==> src/hdl/spcd_pkg.sv <==
// shared constants for the sensor bus periodic command decoder
package spcd_pkg;
    // frame layout: address, command code, data, check byte
    localparam int FRAME_W = 32;
    localparam int ADDR_MSB = 31;
    localparam int ADDR_LSB = 28;
    localparam int CODE_MSB = 27;
    localparam int CODE_LSB = 24;
    localparam int CRC_W = 8;
    localparam int BODY_W = 24;
    localparam int LEN_W = 6;
    localparam logic [LEN_W-1:0] LEN_FULL = 6'h20;
    localparam logic [LEN_W-1:0] LEN_BCAST = 6'h01;
    localparam logic [LEN_W-1:0] LEN_FRAG_SMALL = 6'h02;
    localparam logic [LEN_W-1:0] LEN_FRAG_LARGE = 6'h04;
    localparam logic [3:0] GLOBAL_ADDR = 4'h0;
    // command codes
    localparam logic [3:0] CODE_ENTER_PERIODIC = 4'hB;
    localparam logic [15:0] RESERVED_CODE_MAP = 16'hF6FE;
    // check byte defaults
    localparam logic [7:0] CRC_POLY = 8'h2F;
    localparam logic [7:0] CRC_SEED = 8'hFF;
    // register indexes
    localparam int REG_ADDR_W = 8;
    localparam logic [7:0] REG_NODE_ADDRESS = 8'h00;
    localparam logic [7:0] REG_TIMING_CONFIG_TWO = 8'h01;
    localparam logic [7:0] REG_DEVICE_LOCK = 8'h02;
    localparam logic [7:0] REG_DIAG_STATUS = 8'h03;
    localparam logic [7:0] REG_ERROR_COUNT = 8'h04;
    // field positions and reset values
    localparam int TC2_DIAG_EN_BIT = 0;
    localparam int TC2_FRAG_SEL_BIT = 1;
    localparam int LOCK_INIT_BIT = 0;
    localparam int LOCK_PERIODIC_BIT = 1;
    localparam int LOCK_DIAG_BIT = 2;
    localparam logic [3:0] NODE_ADDRESS_RST = 4'h0;
    localparam logic [1:0] TIMING_CONFIG_TWO_RST = 2'h0;
    // response kinds handed to the transmitter
    localparam int KIND_W = 2;
    localparam logic [KIND_W-1:0] RSP_PERIODIC = 2'h0;
    localparam logic [KIND_W-1:0] RSP_RESERVED = 2'h1;
    localparam logic [KIND_W-1:0] RSP_ENTER = 2'h2;
    localparam logic [KIND_W-1:0] RSP_DIAG = 2'h3;
    localparam int FIFO_DEPTH = 16;
endpackage

==> src/hdl/spcd_crc.sv <==
// serial check byte calculator, combinational over one word
`timescale 1ns/10ps
`default_nettype none
module spcd_crc
    import spcd_pkg::*;
#(
    parameter int DATA_W = 24,
    parameter logic [7:0] POLY = CRC_POLY,
    parameter logic [7:0] SEED = CRC_SEED
)
(
    input wire logic [DATA_W-1:0] data_i,
    output logic [7:0] crc_o
);
    always_comb
    begin
        logic [7:0] acc;
        acc = SEED;
        for (int i = DATA_W - 1; i >= 0; i--)
        begin
            if (acc[7] ^ data_i[i])
            begin
                acc = {acc[6:0], 1'b0} ^ POLY;
            end
            else
            begin
                acc = {acc[6:0], 1'b0};
            end
        end
        crc_o = acc;
    end
endmodule
`default_nettype wire

==> src/hdl/spcd_fifo.sv <==
// synchronous response fifo with valid and ready on both sides
`timescale 1ns/10ps
`default_nettype none
module spcd_fifo #(
    parameter int WIDTH = 34,
    parameter int DEPTH = 16
)
(
    input wire logic clk_sys_i,
    input wire logic rst_n_i,
    input wire logic in_valid_i,
    output logic in_ready_o,
    input wire logic [WIDTH-1:0] in_data_i,
    output logic out_valid_o,
    input wire logic out_ready_i,
    output logic [WIDTH-1:0] out_data_o,
    output logic [$clog2(DEPTH):0] level_o
);
    localparam int PTR_W = $clog2(DEPTH);

    logic [WIDTH-1:0] mem_ff [DEPTH];
    logic [PTR_W-1:0] wr_ptr_ff;
    logic [PTR_W-1:0] rd_ptr_ff;
    logic [PTR_W:0] cnt_ff;
    logic [PTR_W-1:0] nxt_wr_ptr;
    logic [PTR_W-1:0] nxt_rd_ptr;
    logic [PTR_W:0] nxt_cnt;
    logic push;
    logic pop;

    assign in_ready_o = (cnt_ff != (PTR_W+1)'(DEPTH));
    assign out_valid_o = (cnt_ff != '0);
    assign out_data_o = mem_ff[rd_ptr_ff];
    assign level_o = cnt_ff;

    always_comb
    begin
        push = in_valid_i && in_ready_o;
        pop = out_valid_o && out_ready_i;
        nxt_wr_ptr = push ? wr_ptr_ff + 1'b1 : wr_ptr_ff;
        nxt_rd_ptr = pop ? rd_ptr_ff + 1'b1 : rd_ptr_ff;
        nxt_cnt = cnt_ff + (PTR_W+1)'(push) - (PTR_W+1)'(pop);
    end

    always_ff @(posedge clk_sys_i)
    begin
        if (!rst_n_i)
        begin
            wr_ptr_ff <= '0;
            rd_ptr_ff <= '0;
            cnt_ff <= '0;
        end
        else
        begin
            wr_ptr_ff <= nxt_wr_ptr;
            rd_ptr_ff <= nxt_rd_ptr;
            cnt_ff <= nxt_cnt;
        end
    end

    always_ff @(posedge clk_sys_i)
    begin
        if (push)
        begin
            mem_ff[wr_ptr_ff] <= in_data_i;
        end
    end
endmodule
`default_nettype wire

==> src/hdl/spcd_top.sv <==
// command decoder for reserved, broadcast read and diagnostic fragment commands
//
// Function
// - answer reserved codes addressed to us when the check byte is good
// - reserved answer echoes address and code, data bits all zero, fresh check byte
// - reserved code for another address is ignored without answer
// - lock bit set means periodic mode, diagnostic mode added when enabled
// - periodic mode uses the same bit coding and message structure
// - without diagnostics, answer only one-bit broadcast reads of either value
// - diagnostic fragments are two or four bits, chosen by the size bit
// - with diagnostics, answer every broadcast read and fragment, nothing else
// - broadcast read or length other than the selected fragment size restarts assembly
// - diagnostic answer only for a full 32-bit valid command
// - assembled command is checked like a full frame, check byte included
// - broadcast reads get no check and always count as valid
// - in periodic mode each accepted read or fragment gets a periodic frame, except a completing valid fragment for us, which gets the diagnostic answer
// - lock bit stays set until device reset
// - diagnostics need periodic mode and enable bit; full frames off then
`timescale 1ns/10ps
`default_nettype none
module spcd_top
    import spcd_pkg::*;
#(
    parameter int DEPTH = FIFO_DEPTH
)
(
    input wire logic clk_sys_i,
    input wire logic rst_n_i,
    // received command from the bit decoder
    input wire logic cmd_valid_i,
    output logic cmd_ready_o,
    input wire logic [LEN_W-1:0] cmd_len_i,
    input wire logic [FRAME_W-1:0] cmd_data_i,
    // response requests to the transmitter
    output logic rsp_valid_o,
    input wire logic rsp_ready_i,
    output logic [KIND_W-1:0] rsp_kind_o,
    output logic [FRAME_W-1:0] rsp_frame_o,
    // register port
    input wire logic [REG_ADDR_W-1:0] reg_addr_i,
    input wire logic [7:0] reg_wdata_i,
    input wire logic reg_wr_i,
    input wire logic reg_rd_i,
    output logic [7:0] reg_rdata_o
);
    localparam int ENTRY_W = KIND_W + FRAME_W;

    // ************************************************************
    // state
    // ************************************************************
    logic [3:0] node_address_register_ff;
    logic diag_mode_enable_ff;
    logic diag_fragment_size_select_ff;
    logic init_complete_lock_ff;
    logic [FRAME_W-1:0] asm_ff;
    logic [LEN_W-1:0] asm_cnt_ff;
    logic [7:0] err_cnt_ff;
    logic [7:0] reg_rdata_ff;
    logic [3:0] nxt_node_address;
    logic nxt_diag_mode_enable;
    logic nxt_diag_fragment_size_select;
    logic nxt_init_complete_lock;
    logic [FRAME_W-1:0] nxt_asm;
    logic [LEN_W-1:0] nxt_asm_cnt;
    logic [7:0] nxt_err_cnt;
    logic [7:0] nxt_reg_rdata;

    logic periodic_collection_mode;
    logic background_diag_mode;
    logic take;
    logic [LEN_W-1:0] frag_len;
    logic [FRAME_W-1:0] frag_asm;
    logic [LEN_W-1:0] frag_cnt;
    logic [7:0] crc_rx;
    logic [7:0] crc_asm;
    logic [7:0] crc_echo;
    logic push;
    logic [KIND_W-1:0] push_kind;
    logic [FRAME_W-1:0] push_frame;
    logic fifo_ready;
    logic [ENTRY_W-1:0] fifo_out;

    // ************************************************************
    // modes
    // ************************************************************
    assign periodic_collection_mode = init_complete_lock_ff;
    assign background_diag_mode = init_complete_lock_ff && diag_mode_enable_ff;
    assign frag_len = diag_fragment_size_select_ff ? LEN_FRAG_LARGE : LEN_FRAG_SMALL;
    assign cmd_ready_o = fifo_ready;
    assign take = cmd_valid_i && fifo_ready;

    // ************************************************************
    // check bytes
    // ************************************************************
    spcd_crc #(
        .DATA_W(BODY_W)
    ) u_crc_rx (
        .data_i(cmd_data_i[FRAME_W-1:CRC_W]),
        .crc_o(crc_rx)
    );

    spcd_crc #(
        .DATA_W(BODY_W)
    ) u_crc_asm (
        .data_i(frag_asm[FRAME_W-1:CRC_W]),
        .crc_o(crc_asm)
    );

    // answer body: echoed address and code, data bits all zero
    spcd_crc #(
        .DATA_W(BODY_W)
    ) u_crc_echo (
        .data_i({cmd_data_i[ADDR_MSB:CODE_LSB], 16'h0000}),
        .crc_o(crc_echo)
    );

    // ************************************************************
    // command decode
    // ************************************************************
    always_comb
    begin
        logic [3:0] rx_addr;
        logic [3:0] rx_code;
        logic [3:0] as_addr;
        logic [3:0] as_code;
        rx_addr = cmd_data_i[ADDR_MSB:ADDR_LSB];
        rx_code = cmd_data_i[CODE_MSB:CODE_LSB];
        frag_asm = {asm_ff[FRAME_W-5:0], cmd_data_i[3:0]};
        if (!diag_fragment_size_select_ff)
        begin
            frag_asm = {asm_ff[FRAME_W-3:0], cmd_data_i[1:0]};
        end
        frag_cnt = asm_cnt_ff + frag_len;
        as_addr = frag_asm[ADDR_MSB:ADDR_LSB];
        as_code = frag_asm[CODE_MSB:CODE_LSB];
        nxt_init_complete_lock = init_complete_lock_ff;
        nxt_asm = asm_ff;
        nxt_asm_cnt = asm_cnt_ff;
        nxt_err_cnt = err_cnt_ff;
        push = 1'b0;
        push_kind = RSP_PERIODIC;
        push_frame = cmd_data_i;
        if (take && !periodic_collection_mode)
        begin
            // full frames only while periodic collection is off
            if (cmd_len_i == LEN_FULL)
            begin
                if (crc_rx != cmd_data_i[CRC_W-1:0])
                begin
                    nxt_err_cnt = err_cnt_ff + 8'h01;
                end
                else if (rx_code == CODE_ENTER_PERIODIC)
                begin
                    if (rx_addr == node_address_register_ff)
                    begin
                        nxt_init_complete_lock = 1'b1;
                        push = 1'b1;
                        push_kind = RSP_ENTER;
                    end
                    else if (rx_addr == GLOBAL_ADDR)
                    begin
                        nxt_init_complete_lock = 1'b1;
                    end
                end
                else if (RESERVED_CODE_MAP[rx_code] &&
                         rx_addr == node_address_register_ff)
                begin
                    push = 1'b1;
                    push_kind = RSP_RESERVED;
                    push_frame = {rx_addr, rx_code, 16'h0000, crc_echo};
                end
            end
        end
        else if (take)
        begin
            // same framing in periodic mode; length and the assembled command decide the kind
            if (cmd_len_i == LEN_BCAST)
            begin
                push = 1'b1;
                push_kind = RSP_PERIODIC;
                nxt_asm = '0;
                nxt_asm_cnt = '0;
            end
            else if (background_diag_mode && cmd_len_i == frag_len)
            begin
                push = 1'b1;
                push_kind = RSP_PERIODIC;
                nxt_asm = frag_asm;
                nxt_asm_cnt = frag_cnt;
                if (frag_cnt == LEN_FULL)
                begin
                    nxt_asm = '0;
                    nxt_asm_cnt = '0;
                    if (crc_asm != frag_asm[CRC_W-1:0])
                    begin
                        nxt_err_cnt = err_cnt_ff + 8'h01;
                    end
                    else if (as_addr == node_address_register_ff &&
                             !RESERVED_CODE_MAP[as_code])
                    begin
                        push_kind = RSP_DIAG;
                        push_frame = frag_asm;
                    end
                end
            end
            else
            begin
                nxt_asm = '0;
                nxt_asm_cnt = '0;
            end
        end
    end

    // ************************************************************
    // register port
    // ************************************************************
    always_comb
    begin
        nxt_node_address = node_address_register_ff;
        nxt_diag_mode_enable = diag_mode_enable_ff;
        nxt_diag_fragment_size_select = diag_fragment_size_select_ff;
        nxt_reg_rdata = 8'h00;
        if (reg_wr_i)
        begin
            unique case (reg_addr_i)
                REG_NODE_ADDRESS:
                begin
                    nxt_node_address = reg_wdata_i[3:0];
                end
                REG_TIMING_CONFIG_TWO:
                begin
                    nxt_diag_mode_enable = reg_wdata_i[TC2_DIAG_EN_BIT];
                    nxt_diag_fragment_size_select = reg_wdata_i[TC2_FRAG_SEL_BIT];
                end
                default:
                begin
                end
            endcase
        end
        if (reg_rd_i)
        begin
            unique case (reg_addr_i)
                REG_NODE_ADDRESS:
                begin
                    nxt_reg_rdata = {4'h0, node_address_register_ff};
                end
                REG_TIMING_CONFIG_TWO:
                begin
                    nxt_reg_rdata[TC2_DIAG_EN_BIT] = diag_mode_enable_ff;
                    nxt_reg_rdata[TC2_FRAG_SEL_BIT] = diag_fragment_size_select_ff;
                end
                REG_DEVICE_LOCK:
                begin
                    nxt_reg_rdata[LOCK_INIT_BIT] = init_complete_lock_ff;
                    nxt_reg_rdata[LOCK_PERIODIC_BIT] = periodic_collection_mode;
                    nxt_reg_rdata[LOCK_DIAG_BIT] = background_diag_mode;
                end
                REG_DIAG_STATUS:
                begin
                    nxt_reg_rdata = {2'h0, asm_cnt_ff};
                end
                REG_ERROR_COUNT:
                begin
                    nxt_reg_rdata = err_cnt_ff;
                end
                default:
                begin
                    nxt_reg_rdata = 8'h00;
                end
            endcase
        end
    end

    always_ff @(posedge clk_sys_i)
    begin
        if (!rst_n_i)
        begin
            node_address_register_ff <= NODE_ADDRESS_RST;
            diag_mode_enable_ff <= TIMING_CONFIG_TWO_RST[TC2_DIAG_EN_BIT];
            diag_fragment_size_select_ff <= TIMING_CONFIG_TWO_RST[TC2_FRAG_SEL_BIT];
            init_complete_lock_ff <= 1'b0;
            asm_ff <= '0;
            asm_cnt_ff <= '0;
            err_cnt_ff <= 8'h00;
            reg_rdata_ff <= 8'h00;
        end
        else
        begin
            node_address_register_ff <= nxt_node_address;
            diag_mode_enable_ff <= nxt_diag_mode_enable;
            diag_fragment_size_select_ff <= nxt_diag_fragment_size_select;
            init_complete_lock_ff <= nxt_init_complete_lock;
            asm_ff <= nxt_asm;
            asm_cnt_ff <= nxt_asm_cnt;
            err_cnt_ff <= nxt_err_cnt;
            reg_rdata_ff <= nxt_reg_rdata;
        end
    end

    assign reg_rdata_o = reg_rdata_ff;

    // ************************************************************
    // response queue
    // ************************************************************
    spcd_fifo #(
        .WIDTH(ENTRY_W),
        .DEPTH(DEPTH)
    ) u_fifo (
        .clk_sys_i(clk_sys_i),
        .rst_n_i(rst_n_i),
        .in_valid_i(push),
        .in_ready_o(fifo_ready),
        .in_data_i({push_kind, push_frame}),
        .out_valid_o(rsp_valid_o),
        .out_ready_i(rsp_ready_i),
        .out_data_o(fifo_out),
        .level_o()
    );

    assign rsp_kind_o = fifo_out[ENTRY_W-1:FRAME_W];
    assign rsp_frame_o = fifo_out[FRAME_W-1:0];
endmodule
`default_nettype wire

==> config.mk <==
export PLATFORM = sky130hd
export DESIGN_NAME = spcd_top
export DESIGN_NICKNAME = d
export VERILOG_FILES = /design/src/hdl/spcd_pkg.sv /design/src/hdl/spcd_crc.sv /design/src/hdl/spcd_fifo.sv /design/src/hdl/spcd_top.sv
export SDC_FILE = /design/constraint.sdc
export NUM_CORES = 1
export LEC_CHECK = 0
export BUFFER_PORTS_ARGS = -buffer_cell sky130_fd_sc_hd__buf_2
export CAP_MARGIN = 20
export CORE_ASPECT_RATIO = 1.75
export CORE_UTILIZATION = 45
export DETAILED_ROUTE_END_ITERATION = 16
export GPL_ROUTABILITY_DRIVEN = 0
export PLACE_DENSITY = 0.57
export SYNTH_ARGS = -nofsm -noshare
export SYNTH_HDL_FRONTEND = slang
export SYNTH_HIERARCHICAL = 1
export SYNTH_SLANG_ARGS = --single-unit
==> constraint.sdc <==
create_clock -name clk_sys_i -period 11.1 [get_ports clk_sys_i]
set_input_delay 2.775 -clock clk_sys_i [delete_from_list [all_inputs] [get_ports clk_sys_i]]
set_output_delay 2.775 -clock clk_sys_i [all_outputs]
set_load 0.02 [all_outputs]
# Word level (Yosys, flattened, before mapping)
# Memory sizes are Yosys's and may differ from the RTL's. A register that Yosys moved wholly into a read port is not among the register bits.
# Cells that the tools add are included.
# classes
addsub,6
magnitude_cmp,2
eq_ne,17
muxes,123
bitwise_logic,109
reduce_logical,24
# ops
cell,count
$mux 6,67
$not 5->5,61
$mux 32,8
$mux 24,4
$mux 30,3
$mux 8,8
$xor 1x1->1,42
$mux 2,11
$eq 8x2->1 const B,2
$mux 1,16
$ne 8x8->1,2
$pmux 5 s3,1
$eq 6x6->1 const B,2
$lt 4x5->1 const B,2
$pmux 2 s5,1
$reduce_bool 2->1,5
$add 4x1->4 const B,2
$add 8x1->8 const B,1
$eq 4x4->1,2
$eq 8x1->1 const B,1
$eq 8x3->1 const B,1
$logic_and 1x1->1,8
$logic_not 8->1,1
$mux 4,2
19 further kinds,28
# word_totals
regBits,72
ramBits,544
rom_bits,32
input_bits,60
output_inout_bits,44
mem_count,3
# memory_table
memory,depth,width,read_ports,rd_ports_with_merged_regs,wr,line,text
u_fifo.mem_ff,16,34,1,1,1,spcd_fifo.sv:21,logic [WIDTH-1:0] mem_ff [DEPTH];
(no name shown),16,1,1,0,0,spcd_top.sv:199,!RESERVED_CODE_MAP[as_code])
(no name shown),16,1,1,0,0,spcd_top.sv:165,else if (RESERVED_CODE_MAP[rx_code] &&

# Logic depth before layout (Yosys ltp)
# Gate-level depths: netlist of the first run.
# logic_depth
ltp_word,55
depth_mapped,21
ltp_nobuf,19

# By module
# Netlist of the first run, hierarchy kept.
# modules_own_cells
module,instances,cells_each,area_per_inst_um2,seq_area_each_um2
spcd_fifo,1,943,21249.1,16676.0
spcd_top,1,471,4092.7,1161.1
spcd_crc,3,58,797.0,0.0

# Worst setup path after synthesis of the first run
# OpenSTA, ideal clock, no wires.
# synth_timing
path_kind,input -> register
startpoint,in cmd_data_i[31]
endpoint,mem u_fifo.mem_ff[0][0] (enable)
setup_time_ps,467
arrival_time_ps,8427
path_slack_ps,2206
path_stages,16
n_path_buf,2
path_cell_list,buf_6 -> xnor2_2 -> xnor3_2 -> xnor3_2 -> xnor3_2 -> xnor3_1 -> xnor2_1 -> nand4_1 -> nor2_1 -> and3_1 -> nand4_1 -> o211ai_1 -> and2_1 -> clkbuf_1 -> nand2_1 -> nor3_1
# synth_between
elab_chain_len,39
word_cells_on_any_way,79
classes_between,2 x eq/ne; 32 x mux; 43 x bitwise; 2 x reduce/logical
# synth_rtl
item,line,text
from (decl),spcd_top.sv:33,"input wire logic [FRAME_W-1:0] cmd_data_i,"
$mux 6 *,spcd_crc.sv:21,if (acc[7] ^ data_i[i])
$mux 6 / $not 5->5 (equally long branches),-,
$not 5->5 (no line) / $mux 6 (equally long branches),-,
$mux 6 / $not 5->5 (equally long branches),-,
"$xor 1x1->1, or another cell as far along",spcd_crc.sv:21,
$mux 6 / $not 5->5 (equally long branches),-,
"$not 5->5 (no line), or another cell as far along",-,
$mux 6,spcd_crc.sv:21,
(+24 left out),-,
via crc_rx[3],spcd_top.sv:74,logic [7:0] crc_rx;
(+1 left out),-,
$mux 1 *,spcd_top.sv:148,if (crc_rx != cmd_data_i[CRC_W-1:0])
$mux 1 *,spcd_top.sv:146,if (cmd_len_i == LEN_FULL)
$mux 1 *,spcd_top.sv:143,if (take && !periodic_collection_mode)
via push,spcd_top.sv:77,logic push;
$logic_and 1x1->1 *,spcd_fifo.sv:38,push = in_valid_i && in_ready_o;
via u_fifo.push,spcd_fifo.sv:28,logic push;
$mux 1 *,spcd_fifo.sv:63,if (push)
$mux 1 (not written as such) *,spcd_fifo.sv:65,mem_ff[wr_ptr_ff] <= in_data_i;
to (decl),spcd_fifo.sv:21,
# The timed path passes the listed nets; every way through them passes the cells marked *.

# Worst setup path after layout of the first run
# layout_timing
startpoint,in cmd_data_i[30]
endpoint,mem u_fifo.mem_ff[0][14] (enable)
# layout_between
word_cells_on_any_way,77
classes_between,2 x eq/ne; 31 x mux; 42 x bitwise; 2 x reduce/logical
# layout_lines
item,line
$xor 1x1->1 *,spcd_crc.sv:21
$mux 6 *,spcd_crc.sv:21
$xor 1x1->1 / $not 5->5 (equally long branches),-
$mux 6,spcd_crc.sv:21
$not 5->5 (no line),-
$mux 6,spcd_crc.sv:21
$not 5->5 (no line),-
$mux 6,spcd_crc.sv:21
(+24 left out),-
via crc_rx[3],spcd_top.sv:74
$ne 8x8->1 *,spcd_top.sv:148
$mux 1 *,spcd_top.sv:148
$mux 1 *,spcd_top.sv:146
$mux 1 *,spcd_top.sv:143
via push,spcd_top.sv:77
$logic_and 1x1->1 *,spcd_fifo.sv:38
$mux 1 *,spcd_fifo.sv:63
$mux 1 (not written as such) *,spcd_fifo.sv:65
# Marks and branches as above.

==> impl_metrics.env, run 1 <==
export IMPL_status="finished, final reports clean"
export IMPL_path_class="input port to register"
export IMPL_place_hpwl_microns=42290
export IMPL_dieArea_sq_um=62660
export IMPL_skew_ns=0.03214
export IMPL_final_util_pct=50.59
export IMPL_ys_seq_area_share_pct=64.32
export IMPL_drc=0
export IMPL_crit_family="XOR/XNOR gates"
export IMPL_vias=14520
export IMPL_clkTransAtPathRegs_ns=0.07
export IMPL_tns_ns=0
export IMPL_final_cell_mix="edfxtp_1, mux4_2, xnor2_1"
export IMPL_numCtsBuffers=54
export IMPL_grt_first_pass_wirelength_microns=97900
export IMPL_finalNetCount=1799
export IMPL_avgSynthCellArea_sq_um=17.46
export IMPL_cp_num_buf_inv=2
export IMPL_ir_drop_mv=0.1787
export IMPL_cp_endpoint="u_fifo/mem_ff[0][14]"
export IMPL_grt_pass1_vias=15330
export IMPL_synth_area_top_cells="edfxtp_1, mux4_2, dfxtp_1"
export IMPL_ant_nets=0
export IMPL_cpMaxStageDelayCell="nor3_2"
export IMPL_fmax_mhz=123.7
export IMPL_clock_sinks=619
export IMPL_maxSlewHeadroom_pct=33.52
export IMPL_die_h_microns=330.4
export IMPL_min_path_type="register to register"
export IMPL_worst_pin_slew_ns=0.9779
export IMPL_async_flop_share_pct=0
export IMPL_start_util_pct=45.38
export IMPL_worst_r2r_path_depth=14
export IMPL_row_count=120
export IMPL_syn_cell_area_sq_um=27730
export IMPL_maxCapViolations=0
export IMPL_critical_path_max_stage_delay_ns=0.74
export IMPL_synth_distinct_cells=66
export IMPL_cts_setup_buffers=0
export IMPL_setup_viol=0
export IMPL_cellLeakagePower_nw=10.46
export IMPL_cts_max_path_buffers=3
export IMPL_area_growth_pct=11.47
export IMPL_antenna_found_initial=0
export IMPL_numPortBuffers=99
export IMPL_hold_violations=0
export IMPL_core_area_sq_um=61110
export IMPL_cts_tree="yes"
export IMPL_cts_hold_buf=0
export IMPL_cts_resized=0
export IMPL_startpoint="cmd_data_i[30]"
export IMPL_crit_required_ns=11.33
export IMPL_htree_levels=2
export IMPL_grt_usage_pct=21.59
export IMPL_fin_crit_ns=8.085
export IMPL_ioPinCount=104
export IMPL_ys_flop_type="edfxtp_1"
export IMPL_vias_per_cell=5.687
export IMPL_yosysTopAreaCellShare_pct=58.90
export IMPL_syn_inst=1588
export IMPL_ctsRootBufferMaster="clkbuf_16"
export IMPL_r2r_start="diag_fragment_size_select_ff"
export IMPL_drive_gt1_share_pct=24.79
export IMPL_yosysWarnings=6
export IMPL_critical_path_depth=16
export IMPL_drt_initial_drc_count=1034
export IMPL_totalWireLength_microns=65870
export IMPL_overflow=0
export IMPL_worst_path_max_fanout=27
export IMPL_synth_top_area_cell="edfxtp_1"
export IMPL_worstReg2RegEnd="u_fifo/mem_ff[12][25]"
export IMPL_drt_pre_antenna_iters=7
export IMPL_rsz0062_at_grt="no"
export IMPL_clock_latency_ns=0.61
export IMPL_cp_arrival_ns=8.32
export IMPL_crit_chain="buf_2 -> xnor2_1 -> xor3_1 -> xnor3_2 -> xnor3_2 -> xnor3_1 -> xnor2_1 -> nand4_1 -> nor2_1 -> and3_1 -> nand4_1 -> o211ai_1 -> and2_1 -> nand2_1 -> nor3_2 -> buf_4"
export IMPL_period_share_pct=72.83
export IMPL_synth_edf_count=544
export IMPL_routedWlPerCell_microns=25.80
export IMPL_drv_slew=0
export IMPL_pwr_density_cell_nw_per_um2=185.2
export IMPL_grt_max_degree=61
export IMPL_r2r_slack_ns=4.41
export IMPL_die_w_microns=189.7
export IMPL_cp_end_kind="register"
export IMPL_final_common_cell="edfxtp_1"
export IMPL_ys_ff_latch=619
export IMPL_nFillCells=5039
export IMPL_critPathLaunchType="input port"
flip-flops by register name (all words and copies together) (netlist names), named ones only:
register	count
err_cnt_ff	8
u_fifo/level_o	5
node_address_register_ff	4
diag_fragment_size_select_ff	1
diag_mode_enable_ff	1
u_fifo/rd_ptr_ff	4
asm_cnt_ff	5
reg_rdata_o	8
u_fifo/mem_ff	544
asm_ff	30
u_fifo/wr_ptr_ff	4
init_complete_lock_ff	1
worst min path at each step:
stage                          endpoint  depth (start not counted)           from
after floorplan           err_cnt_ff[7]                          2  err_cnt_ff[7]
after global placement    err_cnt_ff[7]                          2  err_cnt_ff[7]
after detailed placement  err_cnt_ff[7]                          2  err_cnt_ff[7]
after CTS                 err_cnt_ff[7]                          2  err_cnt_ff[7]
after global routing      err_cnt_ff[7]                          2  err_cnt_ff[7]
final                     err_cnt_ff[7]                          2  err_cnt_ff[7]
final cells by class:
class                           instances  area (sq um)  share of cell area, %
Clock buffer                           69          1429                  4.622
Timing Repair Buffer                  132         755.7                  2.445
Inverter                               26         97.59                 0.3157
Antenna cell                            1         2.502               0.008095
Tap cell                              793         992.2                  3.209
Sequential cell                       619         17850                  57.73
Clock inverter                         26         191.4                 0.6192
Multi-Input combinational cell        887          9600                  31.05
cells in the mapped netlist, types with 18 or more instances:
master	n
nor2_1	61
xnor2_1	104
mux2_2	30
dfxtp_1	75
nand2_1	71
mux4_2	136
edfxtp_1	544
xor2_1	42
xnor3_1	30
mux2i_1	18
clkbuf_1	47
nand3_1	24
inv_1	25
and2_1	37
a21oi_1	19
a22oi_1	99
cells by family (layout without fill, tap and decap cells):
kind of cell    after synthesis  count (layout)  share of synthesized area [%]
buf+inv                     106             253                          1.886
mux                         202             202                          13.87
xor+xnor                    206             206                          9.605
other cells                   1              26                        0.01352
flops                       619             619                          64.32
fa+ha+maj                    19              19                         0.9113
simple gates                263             263                          4.773
compound gates              172             172                          4.620
power by group:
part | internal [mW] | leakage, nW | total [mW] | switching [mW]
Clock | 0.953 | 0.788 | 1.76 | 0.804
Combinational | 0.722 | 4.19 | 1.38 | 0.654
Sequential | 2.54 | 5.48 | 2.59 | 0.0513
Total | 4.22 | 10.5 | 5.73 | 1.51
worst min-delay path, delay by kind of cell (launching register included):
family        cells  cell delay [ns]
flops             1             0.32
simple gates      1             0.06
mux               1             0.05
routing by layer:
layer  up-vias  wire length [microns]  track usage (%)  share of wire (%)
met4         0                   2370            8.520                3.6
met3       106                   2501            2.225                3.8
met1      7532                  24610            24.79                 37
met2       393                  36390            40.80                 55
li1       6487                      -                -                  -
met5         -                      0                0                  0
stage by stage:
stage                     cells  cell area, sq um  power (mW)  setup WS [ns]  hold slack [ns]
final                      2553             30910       5.725          3.015           0.4753
after detailed placement   2457             29290       4.043          2.377           0.4644
after floorplan            1612             27820       3.751          2.206           0.4382
after global routing       2552             30910       5.963          2.732           0.4989
after CTS                  2552             30910       5.803          3.013           0.4780
after global placement     2456             29270       4.031          2.508           0.4549
Power figures use the tool's default switching activity.
==> run 2, diff against run 1 <==
==> constraint.sdc (replaced) <==
create_clock -name clk_sys_i -period 8.4 [get_ports clk_sys_i]
set_input_delay 2.1 -clock clk_sys_i [delete_from_list [all_inputs] [get_ports clk_sys_i]]
set_output_delay 2.1 -clock clk_sys_i [all_outputs]
set_load 0.02 [all_outputs]
==> run 2 against run 1 <==
Compared with the run above:
- clock skew down 0.0039 ns
- die area unchanged
- global-route usage down 0.092 points
- non-clock buffer count up 5
- combinational power up 32%
- final area up 0.80%
- wire length about the same
- utilization up 0.40 points
- register-to-register slack worse by 2.5 ns
- worst hold slack better by 0.00062 ns
- critical path type unchanged
==> impl_metrics.env, run 2 (same netlist as run 1, synthesis figures left out) <==
export IMPL_grt_pass1_vias=15430
export IMPL_cp_end_kind="register"
export IMPL_htree_levels=2
export IMPL_nFillCells=4982
export IMPL_path_class="input port to register"
export IMPL_tns_ns=0
export IMPL_cpMaxStageDelayCell="nor2_4"
export IMPL_cts_tree="yes"
export IMPL_final_cell_mix="edfxtp_1, mux4_2, xnor2_1"
export IMPL_r2r_start="diag_fragment_size_select_ff"
export IMPL_die_h_microns=330.4
export IMPL_grt_usage_pct=21.50
export IMPL_fmax_mhz=144.9
export IMPL_row_count=120
export IMPL_start_util_pct=45.38
export IMPL_antenna_found_initial=0
export IMPL_dieArea_sq_um=62660
export IMPL_drt_pre_antenna_iters=5
export IMPL_crit_chain="buf_2 -> xnor2_1 -> xor3_1 -> xnor3_4 -> xnor2_1 -> xor2_1 -> xnor2_1 -> nand4_1 -> nor2_1 -> and3_1 -> nand4_1 -> o211ai_1 -> and2_1 -> nand2_1 -> nor2_4 -> buf_12"
export IMPL_maxCapViolations=0
export IMPL_vias_per_cell=5.666
export IMPL_cts_setup_buffers=0
export IMPL_antennaDiodeCount=0
export IMPL_drt_initial_drc_count=1120
export IMPL_critical_path_max_stage_delay_ns=0.62
export IMPL_pwr_density_cell_nw_per_um2=248.9
export IMPL_cts_max_path_buffers=3
export IMPL_place_hpwl_microns=42980
export IMPL_cts_resized=0
export IMPL_maxSlewHeadroom_pct=28.44
export IMPL_r2r_slack_ns=1.90
export IMPL_hold_ws_ns=0.4760
export IMPL_largest_register="u_fifo/mem_ff"
export IMPL_period_share_pct=82.15
export IMPL_hold_path_startpoint="err_cnt_ff[7]"
export IMPL_grt_max_degree=137
export IMPL_skew_ns=0.02823
export IMPL_numCtsBuffers=54
export IMPL_crit_required_ns=8.68
export IMPL_cp_arrival_ns=7.18
export IMPL_hold_violations=0
export IMPL_clock_latency_ns=0.60
export IMPL_largest_reg_flops=544
export IMPL_min_path_type="register to register"
export IMPL_critPathLaunchType="input port"
export IMPL_final_common_cell="edfxtp_1"
export IMPL_cts_hold_buf=0
export IMPL_numPortBuffers=99
export IMPL_path_common_cell="xnor2_1"
export IMPL_overflow=0
export IMPL_ant_nets=0
export IMPL_cellLeakagePower_nw=10.59
export IMPL_routedWlPerCell_microns=25.70
export IMPL_fin_crit_ns=6.901
export IMPL_clock_sinks=619
export IMPL_startpoint="cmd_data_i[30]"
export IMPL_ioPinCount=104
export IMPL_area_growth_pct=12.36
export IMPL_drc=0
export IMPL_clkTransAtPathRegs_ns=0.07
export IMPL_worst_path_max_fanout=21
export IMPL_worst_pin_slew_ns=1.073
export IMPL_ir_drop_mv=0.3057
export IMPL_drive_gt1_share_pct=25.74
export IMPL_totalWireLength_microns=65830
export IMPL_core_area_sq_um=61110
export IMPL_grt_first_pass_wirelength_microns=97800
export IMPL_drv_slew=0
export IMPL_ctsRootBufferMaster="clkbuf_16"
export IMPL_status="finished, final reports clean"
export IMPL_setup_viol=0
export IMPL_rsz0062_at_grt="no"
export IMPL_largestRegisters="u_fifo/mem_ff x544, asm_ff x30"
export IMPL_final_util_pct=50.99
export IMPL_die_w_microns=189.7
export IMPL_finalNetCount=1804
export IMPL_vias=14510
[run 2: worst paths after layout]
kind / endpoint / cells after the start
max reg2reg: u_fifo/mem_ff[8][10] / 14
min: err_cnt_ff[7] / 2
max: u_fifo/mem_ff[6][19] / 16
min reg2reg: err_cnt_ff[7] / 2
[run 2: power by group]
group          internal, mW  total (mW)  switching (mW)
logic                 0.960        1.82           0.857
clock network          1.42        2.52            1.10
registers              3.36        3.42          0.0614
total                  5.73        7.76            2.02
[run 2: worst max-delay path: cells and delay by family]
kind	cells	cell delay [ns]
AO/OA/AOI/OAI	1	0.21
XOR/XNOR	6	2.33
buffers and inverters	2	0.52
AND/OR/NAND/NOR	7	2.00
[run 2: through the flow]
stage          cell area, sq um  power [mW]  worst slack (ns)  instances
6_report                  31160       7.755             1.499       2561
5_1_grt                   31160       8.070             1.251       2561
4_1_cts                   31160       7.862             1.429       2561
3_5_place_dp              29360       5.338            0.8018       2462
3_3_place_gp              29360       5.327            0.9177       2462
2_1_floorplan             27820       4.954            0.1806       1612
[run 2: metal layers]
metal,vias to the layer above,global-route usage [%],routed length (microns)
met4,0,8.310,2400
met3,119,1.897,1989
met1,7563,24.20,24190
li1,6486,-,-
met5,-,0,0
met2,343,41.47,37250
[run 2: layout make-up]
class,count,area (sq um),area share (%)
inverters,26,97.59,0.3132
multi-input cells,887,9597,30.80
flip-flops and latches,619,17850,57.27
repair buffers,137,830.8,2.666
clock inverters,36,361.6,1.160
well taps,793,992.2,3.184
clock buffers,63,1436,4.610
